--- src/hw/wiper_pkg.sv ---
// Shared constants and types of the dual wiper serial command block.
// Assumes a 40 MHz system clock; all users refer to names as wiper_pkg::name.
package wiper_pkg;

  // ----------------------------------------------------------------
  // Frame layout
  // ----------------------------------------------------------------
  localparam int FRAME_BITS = 24;
  localparam int INSTR_LSB = 20;
  localparam int ADDR_LSB = 16;
  localparam int WIPER_BITS = 10;
  localparam int NV_BITS = 16;
  localparam int NV_WORDS = 16;

  // ----------------------------------------------------------------
  // Instruction codes
  // ----------------------------------------------------------------
  localparam logic [3:0] CMD_NOP = 4'h0;
  localparam logic [3:0] CMD_RESTORE = 4'h1;
  localparam logic [3:0] CMD_STORE_WIPER = 4'h2;
  localparam logic [3:0] CMD_STORE_DATA = 4'h3;
  localparam logic [3:0] CMD_HALVE_ONE = 4'h4;
  localparam logic [3:0] CMD_HALVE_ALL = 4'h5;
  localparam logic [3:0] CMD_DEC_ONE = 4'h6;
  localparam logic [3:0] CMD_DEC_ALL = 4'h7;
  localparam logic [3:0] CMD_RELOAD_ALL = 4'h8;
  localparam logic [3:0] CMD_READ_NV = 4'h9;
  localparam logic [3:0] CMD_READ_WIPER = 4'ha;
  localparam logic [3:0] CMD_WRITE = 4'hb;
  localparam logic [3:0] CMD_DOUBLE_ONE = 4'hc;
  localparam logic [3:0] CMD_DOUBLE_ALL = 4'hd;
  localparam logic [3:0] CMD_INC_ONE = 4'he;
  localparam logic [3:0] CMD_INC_ALL = 4'hf;

  // ----------------------------------------------------------------
  // Values and addresses
  // ----------------------------------------------------------------
  localparam logic [9:0] WIPER_MID = 10'h200;
  localparam logic [9:0] WIPER_FULL = 10'h3ff;
  localparam logic [15:0] NV_MID = 16'h0200;
  localparam logic [3:0] NV_FACTORY_ADDR = 4'hf;

  // ----------------------------------------------------------------
  // Timing
  // ----------------------------------------------------------------
  localparam int CLK_FREQ_HZ = 40_000_000;
  localparam int STORE_TIME_US = 25_000;
  localparam int STORE_CYCLES = STORE_TIME_US * (CLK_FREQ_HZ / 1_000_000);
  localparam int STORE_CNT_W = 20;
  localparam logic [2:0] RDY_PULSE_CYCLES = 3'h4;

  typedef enum logic [1:0] {ST_POWERUP, ST_IDLE, ST_STORE} core_state_e;

endpackage

--- src/hw/frame_link_if.sv ---
// Carrier between the serial front end and the command core.
// Assumes both ends run on the same system clock.
interface frame_link_if;
  logic frame_stb;          // A whole frame of a multiple of 24 bits ended.
  logic [23:0] frame_word;  // Last 24 bits received.
  logic repeat_stb;         // Chip select pulsed with no clock.
  logic lock;               // Core is busy; front end ignores link clocks and chip-select rise.
  logic load_stb;           // Load readback word into the shift register.
  logic [23:0] load_word;   // Readback word.
  modport front (output frame_stb, frame_word, repeat_stb,
                 input lock, load_stb, load_word);
  modport core (input frame_stb, frame_word, repeat_stb,
                output lock, load_stb, load_word);
endinterface

--- src/hw/dual_wiper_serial_command.sv ---
// Command core of a dual 1024-position wiper controller with a serial link.
// Assumes the link pins, preset and write-protect are asynchronous pins.

// ------------------------------------------------------------------
// Function
// ------------------------------------------------------------------
module dual_wiper_serial_command #(
  parameter int STORE_CYCLES = wiper_pkg::STORE_CYCLES,
  parameter logic [15:0] FACTORY_WORD = 16'h5a5a  // Arbitrary value.
) (
  input wire logic clk_sys,          // System clock, 40 MHz.
  input wire logic rstn,             // Synchronous reset, active low.
  input wire logic ce,               // Clock enable; low freezes all.
  input wire logic sclk,             // Link clock pin.
  input wire logic sdi,              // Serial data in pin.
  input wire logic cs_n,             // Chip select pin, active low.
  output logic sdo_o,                // Serial out drive level.
  output logic sdo_oe,               // Serial out pull-down enable.
  output logic rdy_o,                // Completion flag drive level.
  output logic rdy_oe,               // Completion flag pull-down enable.
  input wire logic preset_strobe_n,  // Preset strobe pin, active low.
  input wire logic write_protect_n,  // Write-protect pin, active low.
  output logic [9:0] wiper_one,      // Position of wiper one.
  output logic [9:0] wiper_two,      // Position of wiper two.
  output logic store_busy,           // Nonvolatile store in progress.
  output logic read_power            // Read power state active.
);

  typedef struct packed {
    wiper_pkg::core_state_e st;
    logic [9:0] w1;
    logic [9:0] w2;
    logic [15:0][15:0] nv;
    logic [23:0] last;
    logic have_last;
    logic [19:0] busy_cnt;
    logic [3:0] st_addr;
    logic [15:0] st_data;
    logic [2:0] rdy_cnt;
    logic rd_pwr;
    logic [2:0] pr_s;
    logic [1:0] wp_s;
    logic load_stb;
    logic [23:0] load_word;
  } core_s;

  core_s q;
  core_s d;
  core_s rst_val;

  frame_link_if lk ();

  // ----------------------------------------------------------------
  // Serial front end
  // ----------------------------------------------------------------
  serial_front u_front (
    .clk_sys(clk_sys),
    .rstn(rstn),
    .ce(ce),
    .sclk(sclk),
    .sdi(sdi),
    .cs_n(cs_n),
    .sdo_o(sdo_o),
    .sdo_oe(sdo_oe),
    .lk(lk.front)
  );

  // ----------------------------------------------------------------
  // Wiper arithmetic
  // ----------------------------------------------------------------
  function automatic logic [9:0] step(input logic [9:0] w,
                                      input logic [3:0] op);
    logic [9:0] r;
    r = w;
    unique case (op)
      wiper_pkg::CMD_HALVE_ONE, wiper_pkg::CMD_HALVE_ALL:
        r = {1'b0, w[9:1]};
      wiper_pkg::CMD_DEC_ONE, wiper_pkg::CMD_DEC_ALL:
        r = (w == 10'h0) ? 10'h0 : w - 10'h1;
      wiper_pkg::CMD_DOUBLE_ONE, wiper_pkg::CMD_DOUBLE_ALL:
        r = w[9] ? wiper_pkg::WIPER_FULL : {w[8:0], 1'b0};
      wiper_pkg::CMD_INC_ONE, wiper_pkg::CMD_INC_ALL:
        r = (w == wiper_pkg::WIPER_FULL) ? w : w + 10'h1;
      default:
        r = w;
    endcase
    return r;
  endfunction

  // ----------------------------------------------------------------
  // Reset image
  // ----------------------------------------------------------------
  always_comb begin
    rst_val = '0;
    rst_val.st = wiper_pkg::ST_POWERUP;
    rst_val.w1 = wiper_pkg::WIPER_MID;
    rst_val.w2 = wiper_pkg::WIPER_MID;
    rst_val.nv[0] = wiper_pkg::NV_MID;
    rst_val.nv[1] = wiper_pkg::NV_MID;
    rst_val.nv[wiper_pkg::NV_FACTORY_ADDR] = FACTORY_WORD;
    rst_val.pr_s = 3'h7;
    rst_val.wp_s = 2'h3;
  end

  // ----------------------------------------------------------------
  // Command execution
  // ----------------------------------------------------------------
  logic go;
  logic [23:0] cmd_word;
  logic [3:0] instr;
  logic [3:0] addr;
  logic [15:0] data;
  logic sel;
  logic wp_ok;
  logic [9:0] w_sel;

  always_comb begin
    d = q;
    d.load_stb = 1'b0;
    d.pr_s = {q.pr_s[1:0], preset_strobe_n};
    d.wp_s = {q.wp_s[0], write_protect_n};
    if (q.rdy_cnt != 3'h0) begin
      d.rdy_cnt = q.rdy_cnt - 3'h1;
    end

    go = 1'b0;
    cmd_word = lk.frame_word;
    if (q.st == wiper_pkg::ST_IDLE) begin
      if (lk.frame_stb) begin
        go = 1'b1;
        d.last = lk.frame_word;
        d.have_last = 1'b1;
      end else if (lk.repeat_stb && q.have_last) begin
        go = 1'b1;
        cmd_word = q.last;
      end
    end
    instr = cmd_word[23:20];
    addr = cmd_word[19:16];
    data = cmd_word[15:0];
    sel = addr[0];
    wp_ok = q.wp_s[1];
    w_sel = sel ? q.w2 : q.w1;

    unique case (q.st)
      wiper_pkg::ST_POWERUP: begin
        d.w1 = q.nv[0][9:0];
        d.w2 = q.nv[1][9:0];
        d.st = wiper_pkg::ST_IDLE;
      end
      wiper_pkg::ST_STORE: begin
        if (q.busy_cnt == 20'h0) begin
          d.nv[q.st_addr] = q.st_data;
          d.st = wiper_pkg::ST_IDLE;
          d.rdy_cnt = wiper_pkg::RDY_PULSE_CYCLES;
        end else begin
          d.busy_cnt = q.busy_cnt - 20'h1;
        end
      end
      wiper_pkg::ST_IDLE: begin
        if (go) begin
          unique case (instr)
            wiper_pkg::CMD_NOP: begin
              d.rd_pwr = 1'b0;
            end
            wiper_pkg::CMD_RESTORE: begin
              d.rd_pwr = 1'b1;
              if (sel) begin
                d.w2 = q.nv[1][9:0];
              end else begin
                d.w1 = q.nv[0][9:0];
              end
            end
            wiper_pkg::CMD_STORE_WIPER: begin
              if (wp_ok) begin
                d.st = wiper_pkg::ST_STORE;
                d.st_addr = {3'h0, sel};
                d.st_data = {6'h0, w_sel};
                d.busy_cnt = 20'(STORE_CYCLES - 1);
              end
            end
            wiper_pkg::CMD_STORE_DATA: begin
              if (wp_ok && addr != wiper_pkg::NV_FACTORY_ADDR) begin
                d.st = wiper_pkg::ST_STORE;
                d.st_addr = addr;
                d.st_data = data;
                d.busy_cnt = 20'(STORE_CYCLES - 1);
              end
            end
            wiper_pkg::CMD_HALVE_ONE, wiper_pkg::CMD_DEC_ONE,
            wiper_pkg::CMD_DOUBLE_ONE, wiper_pkg::CMD_INC_ONE: begin
              if (wp_ok && sel) begin
                d.w2 = step(q.w2, instr);
              end else if (wp_ok) begin
                d.w1 = step(q.w1, instr);
              end
            end
            wiper_pkg::CMD_HALVE_ALL, wiper_pkg::CMD_DEC_ALL,
            wiper_pkg::CMD_DOUBLE_ALL, wiper_pkg::CMD_INC_ALL: begin
              if (wp_ok) begin
                d.w1 = step(q.w1, instr);
                d.w2 = step(q.w2, instr);
              end
            end
            wiper_pkg::CMD_RELOAD_ALL: begin
              d.w1 = q.nv[0][9:0];
              d.w2 = q.nv[1][9:0];
              d.rdy_cnt = wiper_pkg::RDY_PULSE_CYCLES;
            end
            wiper_pkg::CMD_READ_NV: begin
              d.load_stb = 1'b1;
              d.load_word = {instr, addr, q.nv[addr]};
              d.rdy_cnt = wiper_pkg::RDY_PULSE_CYCLES;
            end
            wiper_pkg::CMD_READ_WIPER: begin
              d.load_stb = 1'b1;
              d.load_word = {instr, addr, 6'h0, w_sel};
              d.rdy_cnt = wiper_pkg::RDY_PULSE_CYCLES;
            end
            wiper_pkg::CMD_WRITE: begin
              if (wp_ok && sel) begin
                d.w2 = data[9:0];
              end else if (wp_ok) begin
                d.w1 = data[9:0];
              end
            end
          endcase
        end
      end
      default: begin
        d.st = wiper_pkg::ST_IDLE;
      end
    endcase

    // Preset overrides the wiper result of any command in the same cycle.
    if (!q.pr_s[1]) begin
      d.w1 = wiper_pkg::WIPER_MID;
      d.w2 = wiper_pkg::WIPER_MID;
    end else if (!q.pr_s[2]) begin
      d.w1 = q.nv[0][9:0];
      d.w2 = q.nv[1][9:0];
      d.rdy_cnt = wiper_pkg::RDY_PULSE_CYCLES;
    end
  end

  always_ff @(posedge clk_sys) begin
    if (!rstn) begin
      q <= rst_val;
    end else if (ce) begin
      q <= d;
    end
  end

  // ----------------------------------------------------------------
  // Outputs
  // ----------------------------------------------------------------
  assign lk.lock = (q.st != wiper_pkg::ST_IDLE);
  assign lk.load_stb = q.load_stb;
  assign lk.load_word = q.load_word;
  assign rdy_o = 1'b0;
  assign rdy_oe = (q.rdy_cnt != 3'h0);
  assign wiper_one = q.w1;
  assign wiper_two = q.w2;
  assign store_busy = (q.st == wiper_pkg::ST_STORE);
  assign read_power = q.rd_pwr;

endmodule // dual_wiper_serial_command

--- src/hw/serial_front.sv ---
// Serial front end: synchronises the link pins, shifts frames, counts bits.
// Assumes link pins are asynchronous to clk_sys and much slower than it.
module serial_front (
  input wire logic clk_sys,      // System clock.
  input wire logic rstn,         // Synchronous reset, active low.
  input wire logic ce,           // Clock enable.
  input wire logic sclk,         // Link clock pin.
  input wire logic sdi,          // Serial data in pin.
  input wire logic cs_n,         // Chip select pin, active low.
  output logic sdo_o,            // Serial out level, always low.
  output logic sdo_oe,           // Serial out pull-down enable.
  frame_link_if.front lk         // Link to the command core.
);

  typedef struct packed {
    logic [2:0] sclk_s;
    logic [1:0] sdi_s;
    logic [2:0] cs_s;
    logic [23:0] sr;
    logic [4:0] cnt;
    logic any;
    logic rose;
    logic sdo_bit;
    logic frame_stb;
    logic repeat_stb;
  } front_s;

  localparam front_s RST = '{sclk_s: 3'h0, sdi_s: 2'h0, cs_s: 3'h7,
                             sr: 24'h0, cnt: 5'h0, any: 1'b0, rose: 1'b0,
                             sdo_bit: 1'b1, frame_stb: 1'b0,
                             repeat_stb: 1'b0};

  front_s q;
  front_s d;

  // ----------------------------------------------------------------
  // Shift and count
  // ----------------------------------------------------------------
  always_comb begin
    d = q;
    d.frame_stb = 1'b0;
    d.repeat_stb = 1'b0;
    d.sclk_s = {q.sclk_s[1:0], sclk};
    d.sdi_s = {q.sdi_s[0], sdi};
    d.cs_s = {q.cs_s[1:0], cs_n};
    if (q.cs_s[2] && !q.cs_s[1]) begin
      d.cnt = 5'h0;
      d.any = 1'b0;
      d.rose = 1'b0;
      d.sdo_bit = q.sr[23];
    end else if (!q.cs_s[1] && !lk.lock) begin
      if (!q.sclk_s[2] && q.sclk_s[1]) begin
        d.sr = {q.sr[22:0], q.sdi_s[1]};
        d.cnt = (q.cnt == 5'd23) ? 5'h0 : q.cnt + 5'h1;
        d.any = 1'b1;
        d.rose = 1'b1;
      end else if (q.sclk_s[2] && !q.sclk_s[1] && q.rose) begin
        d.sdo_bit = q.sr[23];
      end
    end
    if (!q.cs_s[2] && q.cs_s[1] && !lk.lock) begin
      if (!q.any) begin
        d.repeat_stb = 1'b1;
      end else if (q.cnt == 5'h0) begin
        d.frame_stb = 1'b1;
      end
      if (q.cnt[1:0] != 2'h0) begin
        d.cnt = 5'h0;
      end
    end
    if (lk.load_stb) begin
      d.sr = lk.load_word;
    end
  end

  always_ff @(posedge clk_sys) begin
    if (!rstn) begin
      q <= RST;
    end else if (ce) begin
      q <= d;
    end
  end

  assign lk.frame_stb = q.frame_stb;
  assign lk.frame_word = q.sr;
  assign lk.repeat_stb = q.repeat_stb;
  assign sdo_o = 1'b0;
  assign sdo_oe = !q.cs_s[1] && !q.sdo_bit;

endmodule // serial_front

--- config.mk ---
export PLATFORM = sky130hd
export DESIGN_NAME = dual_wiper_serial_command
export DESIGN_NICKNAME = d
export VERILOG_FILES = /design/src/hw/wiper_pkg.sv /design/src/hw/frame_link_if.sv /design/src/hw/dual_wiper_serial_command.sv /design/src/hw/serial_front.sv
export SDC_FILE = /design/constraint.sdc
export NUM_CORES = 1
export LEC_CHECK = 0
export BUFFER_PORTS_ARGS = -buffer_cell sky130_fd_sc_hd__buf_4
export CORE_MARGIN = 5
export CORE_UTILIZATION = 50
export DETAILED_ROUTE_END_ITERATION = 10
export PLACE_DENSITY = 0.66
export SLEW_MARGIN = 5
export SYNTH_ARGS = -nofsm -noshare
export SYNTH_HDL_FRONTEND = slang
export SYNTH_SLANG_ARGS = --single-unit
--- constraint.sdc ---
create_clock -name clk_sys -period 7.65 [get_ports clk_sys]
set_input_delay 0.765 -clock clk_sys [delete_from_list [all_inputs] [get_ports clk_sys]]
set_output_delay 0.765 -clock clk_sys [all_outputs]
set_load 0.1 [all_outputs]
# [Word level (Yosys, flattened, before mapping)]
# Cells that the tools add are included.
[op_classes] magnitude_cmp=3 n_reduce_logical=54 n_eq_ne=44 mux=69 add_sub_neg=7
[ops] operator="256-bit bitwise mux" n=1
[ops] operator="10-bit two-way mux" n=15
[ops] operator="24-bit two-way mux" n=5
[ops] operator="20-bit one-hot mux with 5 select lines" n=1
[ops] operator="20-bit two-way mux" n=4
[ops] operator="40-bit two-way mux" n=2
[ops] operator="10-bit one-hot mux with 4 select lines" n=2
[ops] operator="20-bit one-hot mux with 2 select lines" n=2
[ops] operator="40-bit one-hot mux with 2 select lines" n=1
[ops] operator="16-bit binary-select mux with 4-bit select" n=1
[ops] operator="16-bit demux with 4-bit select" n=1
[ops] operator="25-bit two-way mux" n=2
[ops] operator="25-bit one-hot mux with 2 select lines" n=1
[ops] operator="5-bit != test, second input constant" n=9
[ops] operator="44-bit two-way mux" n=1
[ops] operator="4-bit equality test, second input constant" n=8
[ops] operator="16-bit two-way mux" n=2
[ops] operator="32-bit two-way mux" n=1
[ops] operator="31-bit two-way mux" n=1
[ops] operator="22-bit two-way mux" n=1
[ops] operator="10-bit by 1-bit adder with 10-bit output, second input constant" n=2
[ops] operator="10-bit equality test, second input constant" n=2
[ops] operator="10-bit logical NOT" n=2
[ops] operator="20-bit logical NOT" n=1
[ops] operator="other kinds (43)" n=109
[totals] register_bits=419 word_cells=217 out_inout_bits=26 in_bits=8

# [Longest topological paths before layout]
# Gate-level depths: netlist of run 1.
[logic_depth] word_depth=14 ltp_mapped=13 mapped_depth_nobuf=9

# [Hierarchy]
# A second synthesis of run 1 with hierarchy kept.
[unflattened] hier_cells=2838 hier_area_um2=22026.1
[by_module_without_submodules] module="dual_wiper_serial_command" cells_each=2582 seq_area_each_um2=7547.2 n_inst=1 area_each_um2=19747.7
[by_module_without_submodules] module="serial_front" cells_each=256 seq_area_each_um2=820.8 n_inst=1 area_each_um2=2278.4

# [Worst setup path before layout of run 1]
# Ideal clock, no wire load.
[synth_path] kind="reg2reg" from="register q[54] (netlist bit)" to="register q[108] (netlist bit)" setup_time_ns=0.136 arrival_ns=2.809 period_less_slack_ns=2.945 path_buffers=3 required_time_ns=7.514 setup_slack_ns=4.705 path_stages_with_launch=13 cell_sequence="dfxtp_1 > inv_1 > ha_1 > or4b_4 > nor3_4 > nand4_2 > or4_1 > buf_2 > or3_1 > buf_2 > buf_6 > nand2_1 > nand3_1"
[synth_between] elab_chain_cells=2
[synth_lines] element="start, declared" line="dual_wiper_serial_command.sv:47" text="core_s q;"
[synth_lines] element="start signal, assigned" line="dual_wiper_serial_command.sv:248" text="q <= rst_val;"
[synth_lines] element="20-bit logical NOT" line="dual_wiper_serial_command.sv:152" text="if (q.busy_cnt == 20'h0) begin"
[synth_lines] element="3-bit AND reduction (no line)"
# No other way between the ends.
# A chain may end at the register's enable or synchronous reset.

# [Final worst setup path of run 1]
[layout_path] from="register q[376] (netlist bit)" to="register q (netlist bit wiper_two[7])"
[layout_between] elab_chain_cells=11 word_cells_on_any_way=39 cone_classes="19 x eq/ne; 11 x mux; 9 x reduce/logical"
[layout_lines] element="2-bit by 1-bit equality test with 1-bit output" line="dual_wiper_serial_command.sv:128, dual_wiper_serial_command.sv:145"
[layout_lines] element="24-bit two-way mux" line="dual_wiper_serial_command.sv:128" text="if (q.st == wiper_pkg::ST_IDLE) begin"
[layout_lines] element="4-bit equality test / 4-bit by 3-bit equality test with 1-bit output (equally long branches)" line="dual_wiper_serial_command.sv:75, dual_wiper_serial_command.sv:162"
[layout_lines] element="2-bit OR reduction" line="dual_wiper_serial_command.sv:75" text="unique case (op)"
[layout_lines] element="10-bit one-hot mux with 4 select lines" line="dual_wiper_serial_command.sv:75"
[layout_lines] element="20-bit two-way mux / 10-bit two-way mux (equally long branches)" line="dual_wiper_serial_command.sv:200, dual_wiper_serial_command.sv:192"
[layout_lines] element="20-bit one-hot mux with 5 select lines" line="dual_wiper_serial_command.sv:162" text="unique case (instr)"
[layout_lines] element="22-bit two-way mux" line="dual_wiper_serial_command.sv:161" text="if (go) begin"
[layout_lines] element="20-bit one-hot mux with 2 select lines" line="dual_wiper_serial_command.sv:145" text="unique case (q.st)"
[layout_lines] element="20-bit two-way mux" line="dual_wiper_serial_command.sv:239" text="end else if (!q.pr_s[2]) begin"
[layout_lines] element="20-bit two-way mux" line="dual_wiper_serial_command.sv:236" text="if (!q.pr_s[1]) begin"
# Several ways; a longest one is shown, not always the timed one. The select of a mux whose other input is x is not followed.

==> impl_metrics.csv, run 1 <==
group,metric,value,unit
outcome,status,"finished, final reports clean",
die,start_util,50.2,%
synth,syn_area_per_cell,7.44,um2
die,die_h,212,um
sta,max_slew_margin,12.1,%
final_layout,diodes,0,
sta,max_clock_freq,234,MHz
setup_path,reg2reg_depth,10,
hold_path,hold_path_end,"u_front.d[35]",
routing,first_iter_violations,2148,
sta,hold_viol,0,
final_layout,final_common_cell,"nand2_1",
setup_path,r2r_end,"wiper_two[7]",
die,dieArea,44900,um2
global_route,grt_pass1_wl,100,mm
placed_design,io_buffers,31,
routing,drcViolationCount,0,
hold_path,holdPathStages,3,
die,core,40600,um2
sta,tightestPinTransition,1.30,ns
sta,min_period,4.28,ns
placed_design,dp_slack,3.45,ns
die,io_pins,34,
placed_design,gp_congestion,0.925,
sta,fin_ws,3.37,ns
synth,synth_compound_gate_area_share,19.1,%
setup_path,r2r_slack,3.37,ns
sta,holdWs,0.410,ns
routing,vias,19200,
cts,cts_resized,0,
die,die_w,212,um
cts,htreeDepth,2,
synth,async_reset_ff_share,0,%
synth,synth_cells,2737,
hold_path,hold_path_class,"input port to register",
synth,netlist_area,20400,um2
global_route,grt_pass1_vias,17600,
final_layout,multiInputGateArea,10800,um2
cts,cts_tree,"yes",
power,powerDensity,208,nW/um2
cts,postCtsSetupRepairBufs,0,
final_layout,drive_above_1_share,7.74,%
routing,ant_nets,0,
synth,synth_top_flop_cell,"dfxtp_1",
synth,synth_top_family_by_area,"simple AND/OR/NAND/NOR gates",
synth,ys_seq_area_share,41.1,%
final_layout,regArea,8370,um2
global_route,track_usage,27.9,%
die,rows,74,
setup_path,path_max_fanout,45,
global_route,grt-ovfl-total,0,
global_route,antenna_found_initial,0,
final_layout,final_cells,3154,
final_layout,nets,2609,
cts,cts_hold_buffers,0,
global_route,grt_max_degree,161,
synth,ys_types,79,
setup_path,startpoint_type,"register",
sta,setup_viol,0,
hold_path,min_from,"cs_n",
sta,grt_setup_unrepaired,"false",
sta,slew_violations,0,
final_layout,final_cell_mix,"nand2_1, dfxtp_1, a21oi_1",
cts,clock_path_buffers,3,
placed_design,hpwl,41.1,mm
final_layout,fillers,3826,
cts,cts.sinks,418,
synth,muxShareOfSynthArea,6.17,%
routing,routed_wl,64.4,mm
setup_path,crit_type,"register to register",
cts,clk_pin_slew,0.06,ns
routing,viasPerCell,6.07,
synth,ys_ff_latch,418,
cts,cts_buffers,47,
routing,drtPass1Iterations,8,
sta,tns,0,ns
synth,synth_adder_area_share,0.737,%
synth,ys_warn_count,0,
cts,clock_latency,0.58,ns
setup_path,crit_required,8.16,ns
power,cellLeakagePower,7.26,nW
setup_path,critPathArrivalTime,4.79,ns
synth,yosys.area_share.simple,26.3,%
setup_path,cp-end-kind,"register",
final_layout,syn_to_final_growth,7.81,%
synth,synth_edf_count,0,
setup_path,reg2reg_from,"q[376]",
placed_design,place_inst,3072,
power,ir_drop,145,uV
flow_run,drv_cap,0,
synth,synth_xor_area_share,0.774,%
sta,final.setup_skew,0.0207,ns
routing,wl_per_cell,20.4,um
sta,period_share,55.9,%
cts,cts_root_buf,"clkbuf_16",
## Yosys cell counts (all sizes together) (11+ instances only)
master | n | share of area (%)
dfxtp | 418 | 41
buf | 65 | 1.9
a31oi | 26 | 0.80
nand3 | 87 | 2.1
a211oi | 36 | 1.3
nand4 | 19 | 0.65
mux2i | 58 | 2.9
nor2 | 154 | 2.9
ha | 12 | 0.74
nor2b | 11 | 0.34
clkbuf | 191 | 3.5
nor4 | 15 | 0.53
mux2 | 14 | 0.77
mux4 | 23 | 2.5
or2 | 13 | 0.40
o21ai | 99 | 2.4
nand2 | 834 | 15
inv | 24 | 0.44
o21a | 12 | 0.44
a22oi | 31 | 1.1
nand2b | 14 | 0.43
a21oi | 362 | 8.9
nand3b | 11 | 0.41
nor3 | 37 | 1.1
xor2 | 11 | 0.47
## layout make-up
| cell class | instances | area share, % |
|---|---|---|
| Sequential cell | 418 | 38.1 |
| Tap cell | 532 | 3.03 |
| Clock inverter | 11 | 0.655 |
| Timing Repair Buffer | 58 | 1.98 |
| Multi-Input combinational cell | 2040 | 49.4 |
| Clock buffer | 71 | 6.36 |
| Inverter | 24 | 0.445 |
## through the flow
step                instance area [um2]  util, %  total power [mW]
global route                      22000     54.1              4.69
floorplan                         20400        -              2.31
global placement                  20400     50.3              2.34
finish                            22000     54.1              4.56
CTS                               22000     54.1              4.59
detailed placement                20400     50.3              2.34
## report_power, final
| group | leakage, nW | switching, mW | internal, mW |
|---|---|---|---|
| clock network | 0.757 | 0.913 | 1.35 |
| logic | 3.13 | 0.0829 | 0.0224 |
| registers | 3.37 | 0.00438 | 2.18 |
| total | 7.26 | 1.00 | 3.56 |
## worst max-delay path by stage
stage | start | end | slack (ns) | cells past startpoint
global route | q[376] | wiper_two[7] | 3.04 | 10
floorplan | q[54] | q[108] | 4.71 | 12
finish | q[376] | wiper_two[7] | 3.37 | 10
CTS | q[376] | wiper_two[7] | 3.45 | 10
global placement | q[376] | wiper_two[7] | 3.68 | 10
detailed placement | q[376] | wiper_two[7] | 3.45 | 10
## sequential cells by signal, indices dropped and copies added (netlist names)
register	cells
u_front.lk.repeat_stb	1
wiper_two	10
u_front.q	10
lk.load_word	24
u_front.lk.frame_word	24
u_front.lk.frame_stb	1
read_power	1
d	3
u_front.d	5
lk.load_stb	1
q	328
wiper_one	10
## logic make-up after synthesis
logic type | after synthesis
and+or+nand+nor | 1250
other | 1
xor gates and xnor gates | 18
AOI/OAI and AO/OA | 663
muxes | 95
buffers and inverters | 280
DFF | 418
adders and majority gates | 12
## metal layers
metal | routed length [um] | GRT usage, % | share of wire (%)
met4 | 2820 | 12.2 | 4.4
met3 | 5130 | 4.15 | 8.0
met1 | 27500 | 38.5 | 43
met5 | 0 | 0 | 0
met2 | 29000 | 43.7 | 45
## critical path, cell delays in order (launching register included)
cell and delay [ns]:
dfxtp_1 0.37, inv_1 0.08, ha_1 0.19, nand4b_1 0.09, buf_4 0.58, mux2_2 0.75
buf_4 0.54, o21ai_0 0.21, nor3_1 0.88, o221ai_1 0.26, o21ai_0 0.20
Power figures use the tool's default switching activity.
==> run 2: changes to the inputs <==
- ABC_AREA: unset -> 1
- clock period: 7.65 -> 4.2 ns (I/O delays scaled with it)
==> run 2 against run 1 <==
Count of clock-buffer cells in the layout down 1. Design area up 4.8%. Worst hold slack worse by 0.35 ns. Flip-flop and latch count unchanged. Sequential share of layout area down 1.7 points. Register-to-register slack worse by 2.8 ns. Combinational power rose to 19 times the previous value. Synthesized cell count up 15%. Critical path type unchanged. Critical endpoint is now q[56]. Highest routed layer unchanged.
==> impl_metrics.csv, run 2 <==
group,metric,value,unit
routing,vias,20300,
setup_path,startpoint_type,"register",
hold_path,hold_path_end,"d[28]",
global_route,antenna_found_initial,0,
final_layout,final_cell_mix,"nand2_1, o21ai_0, dfxtp_1",
setup_path,cp-end-kind,"register",
routing,viasPerCell,5.65,
setup_path,crit_path_frequent_cell,"nand2_2",
synth,synth_top_flop_cell,"dfxtp_1",
synth,netlist.area_leader.share,39.6,%
setup_path,critPathArrivalTime,4.11,ns
placed_design,dp_slack,0.597,ns
outcome,status,"finished, final reports clean",
hold_path,hold_path_class,"input port to register",
final_layout,syn_to_final_growth,8.96,%
sta,setup_viol,0,
setup_path,crit_type,"register to register",
placed_design,place_inst,3501,
synth,ys_warn_count,0,
sta,final.setup_skew,0.0231,ns
cts,clock_latency,0.59,ns
final_layout,diodes,0,
global_route,grt_pass1_wl,101,mm
synth,synth_cells,3137,
synth,async_reset_ff_share,0,%
power,powerDensity,465,nW/um2
setup_path,path_buf_inv,4,
flow_run,drv_cap,0,
die,die_h,215,um
routing,wl_per_cell,17.6,um
setup_path,slowest_delay,0.34,ns
synth,ys_types,50,
routing,drtPass1Iterations,6,
cts,cts_hold_buffers,0,
final_layout,final_common_cell,"nand2_1",
setup_path,path_cells,"inv_1 -> ha_1 -> inv_4 -> nor2_8 -> nand2_2 -> nand2_1 -> nand2_2 -> inv_2 -> nand2_2 -> nor2_4 -> inv_2 -> nor2_4 -> nor2_2 -> nand2_2 -> nand3_4 -> nor2_2 -> a21oi_1",
setup_path,r2r_slack,0.54,ns
global_route,grt_pass1_vias,18700,
cts,cts_tree,"yes",
sta,slew_violations,0,
sta,period_share,87.2,%
setup_path,reg2reg_from,"q[376]",
die,io_pins,34,
placed_design,hpwl,39.8,mm
routing,drcViolationCount,0,
sta,grt_setup_unrepaired,"false",
cts,cts_root_buf,"clkbuf_16",
power,ir_drop,352,uV
final_layout,fillers,4131,
setup_path,crit_required,4.64,ns
setup_path,critPathSlowestCell,"nor2_2",
global_route,track_usage,26.2,%
sta,max_slew_margin,17.6,%
die,dieArea,46400,um2
global_route,grt-ovfl-total,0,
placed_design,gp_congestion,0.933,
setup_path,path_max_fanout,25,
power,cellLeakagePower,8.42,nW
setup_path,reg2reg_depth,17,
final_layout,regArea,8370,um2
sta,hold_viol,0,
sta,tightestPinTransition,1.24,ns
synth,synth_edf_count,0,
cts,cts.sinks,418,
setup_path,crit_family,"simple AND/OR/NAND/NOR gates",
placed_design,io_buffers,31,
hold_path,holdPathStages,3,
cts,clock_path_buffers,3,
synth,ys_ff_latch,418,
sta,max_clock_freq,273,MHz
routing,ant_nets,0,
synth,yosysMostFrequentCell,"nand2_1",
die,rows,75,
global_route,grt_max_degree,143,
synth,ys_seq_area_share,39.6,%
cts,cts_buffers,47,
cts,cts_resized,0,
synth,netlist_area,21100,um2
hold_path,min_from,"preset_strobe_n",
final_layout,regMostFlops,"q",
setup_path,r2r_end,"q[56]",
routing,first_iter_violations,1981,
synth,syn_area_per_cell,6.73,um2
sta,fin_ws,0.536,ns
die,die_w,215,um
synth,yosys.area.top_type,"dfxtp_1",
final_layout,final_cells,3588,
final_layout,drive_above_1_share,6.36,%
sta,tns,0,ns
final_layout,nets,3031,
sta,holdWs,0.0637,ns
synth,synthTopCellsByArea,"dfxtp_1, o21ai_0, a21oi_1",
power,total_power,10.7,mW
final_layout,multiInputGateArea,10200,um2
cts,htreeDepth,2,
synth,yosys-top-cells-count,"nand2_1, o21ai_0, dfxtp_1",
die,start_util,50.4,%
cts,clk_pin_slew,0.06,ns
routing,routed_wl,63.1,mm
cts,postCtsSetupRepairBufs,0,
final_layout,largest_reg_flops,328,
sta,min_period,3.66,ns
die,core,41900,um2
-- run 2: power breakdown --
part           internal [mW]  total, mW  leakage (nW)  switching (mW)
registers               4.10       4.24          3.37           0.137
logic                  0.651       1.99          4.22            1.34
clock network           2.75       4.47         0.828            1.72
total                   7.50       10.7          8.42            3.20
-- run 2: cells by family (layout without fill, tap and decap cells) --
family / Yosys count / in the layout / share of synthesized area [%]
AO/OA/AOI/OAI: 1009 / 1009 / 25.9
XOR/XNOR: 21 / 21 / 0.871
adder cells (fa/ha/maj): 12 / 12 / 0.711
buffers and inverters: 648 / 559 / 12.4
flip-flops: 418 / 418 / 39.6
other: 1 / 2 / 0.0178
AND/OR/NAND/NOR: 1028 / 1028 / 20.4
-- run 2: how the worst max path moves through the flow --
stage                start    end  cells after the start
global placement    q[376]  q[58]                     17
CTS                 q[376]  q[56]                     17
global route        q[376]  q[59]                     17
floorplan           q[375]  q[70]                      8
finish              q[376]  q[56]                     17
detailed placement  q[376]  q[56]                     17
-- run 2: through the flow --
step | instance area (um2) | utilization, %
finish | 23000 | 55.0
global route | 23000 | 55.0
CTS | 23000 | 55.0
detailed placement | 21300 | 50.9
global placement | 21300 | 50.9
floorplan | 21100 | -
-- run 2: layer usage --
metal / part of all wire (%) / wire length [um] / vias up / track usage (%)
met5: 0 / 0 / - / 0
li1: - / - / 10100 / -
met4: 3.0 / 1890 / 0 / 8.66
met3: 6.5 / 4070 / 114 / 3.73
met2: 46 / 29200 / 676 / 43.3
met1: 44 / 27900 / 9420 / 35.4
-- run 2: worst register-to-register path: stages (launching register included) --
cell and delay [ns]:
dfxtp_1 0.31, inv_1 0.09, ha_1 0.22, inv_4 0.12, nor2_8 0.14, nand2_2 0.10
nand2_1 0.09, nand2_2 0.23, inv_2 0.33, nand2_2 0.13, nor2_4 0.30, inv_2 0.22
nor2_4 0.19, nor2_2 0.06, nand2_2 0.24, nand3_4 0.31, nor2_2 0.35, a21oi_1 0.12
-- run 2: layout make-up --
type / count / area share [%]
flip-flops and latches: 418 / 36.4
inverters: 399 / 6.52
well taps: 539 / 2.93
clock buffers: 70 / 6.10
repair buffers: 73 / 2.68
clock inverters: 17 / 1.24
multi-input cells: 2072 / 44.1
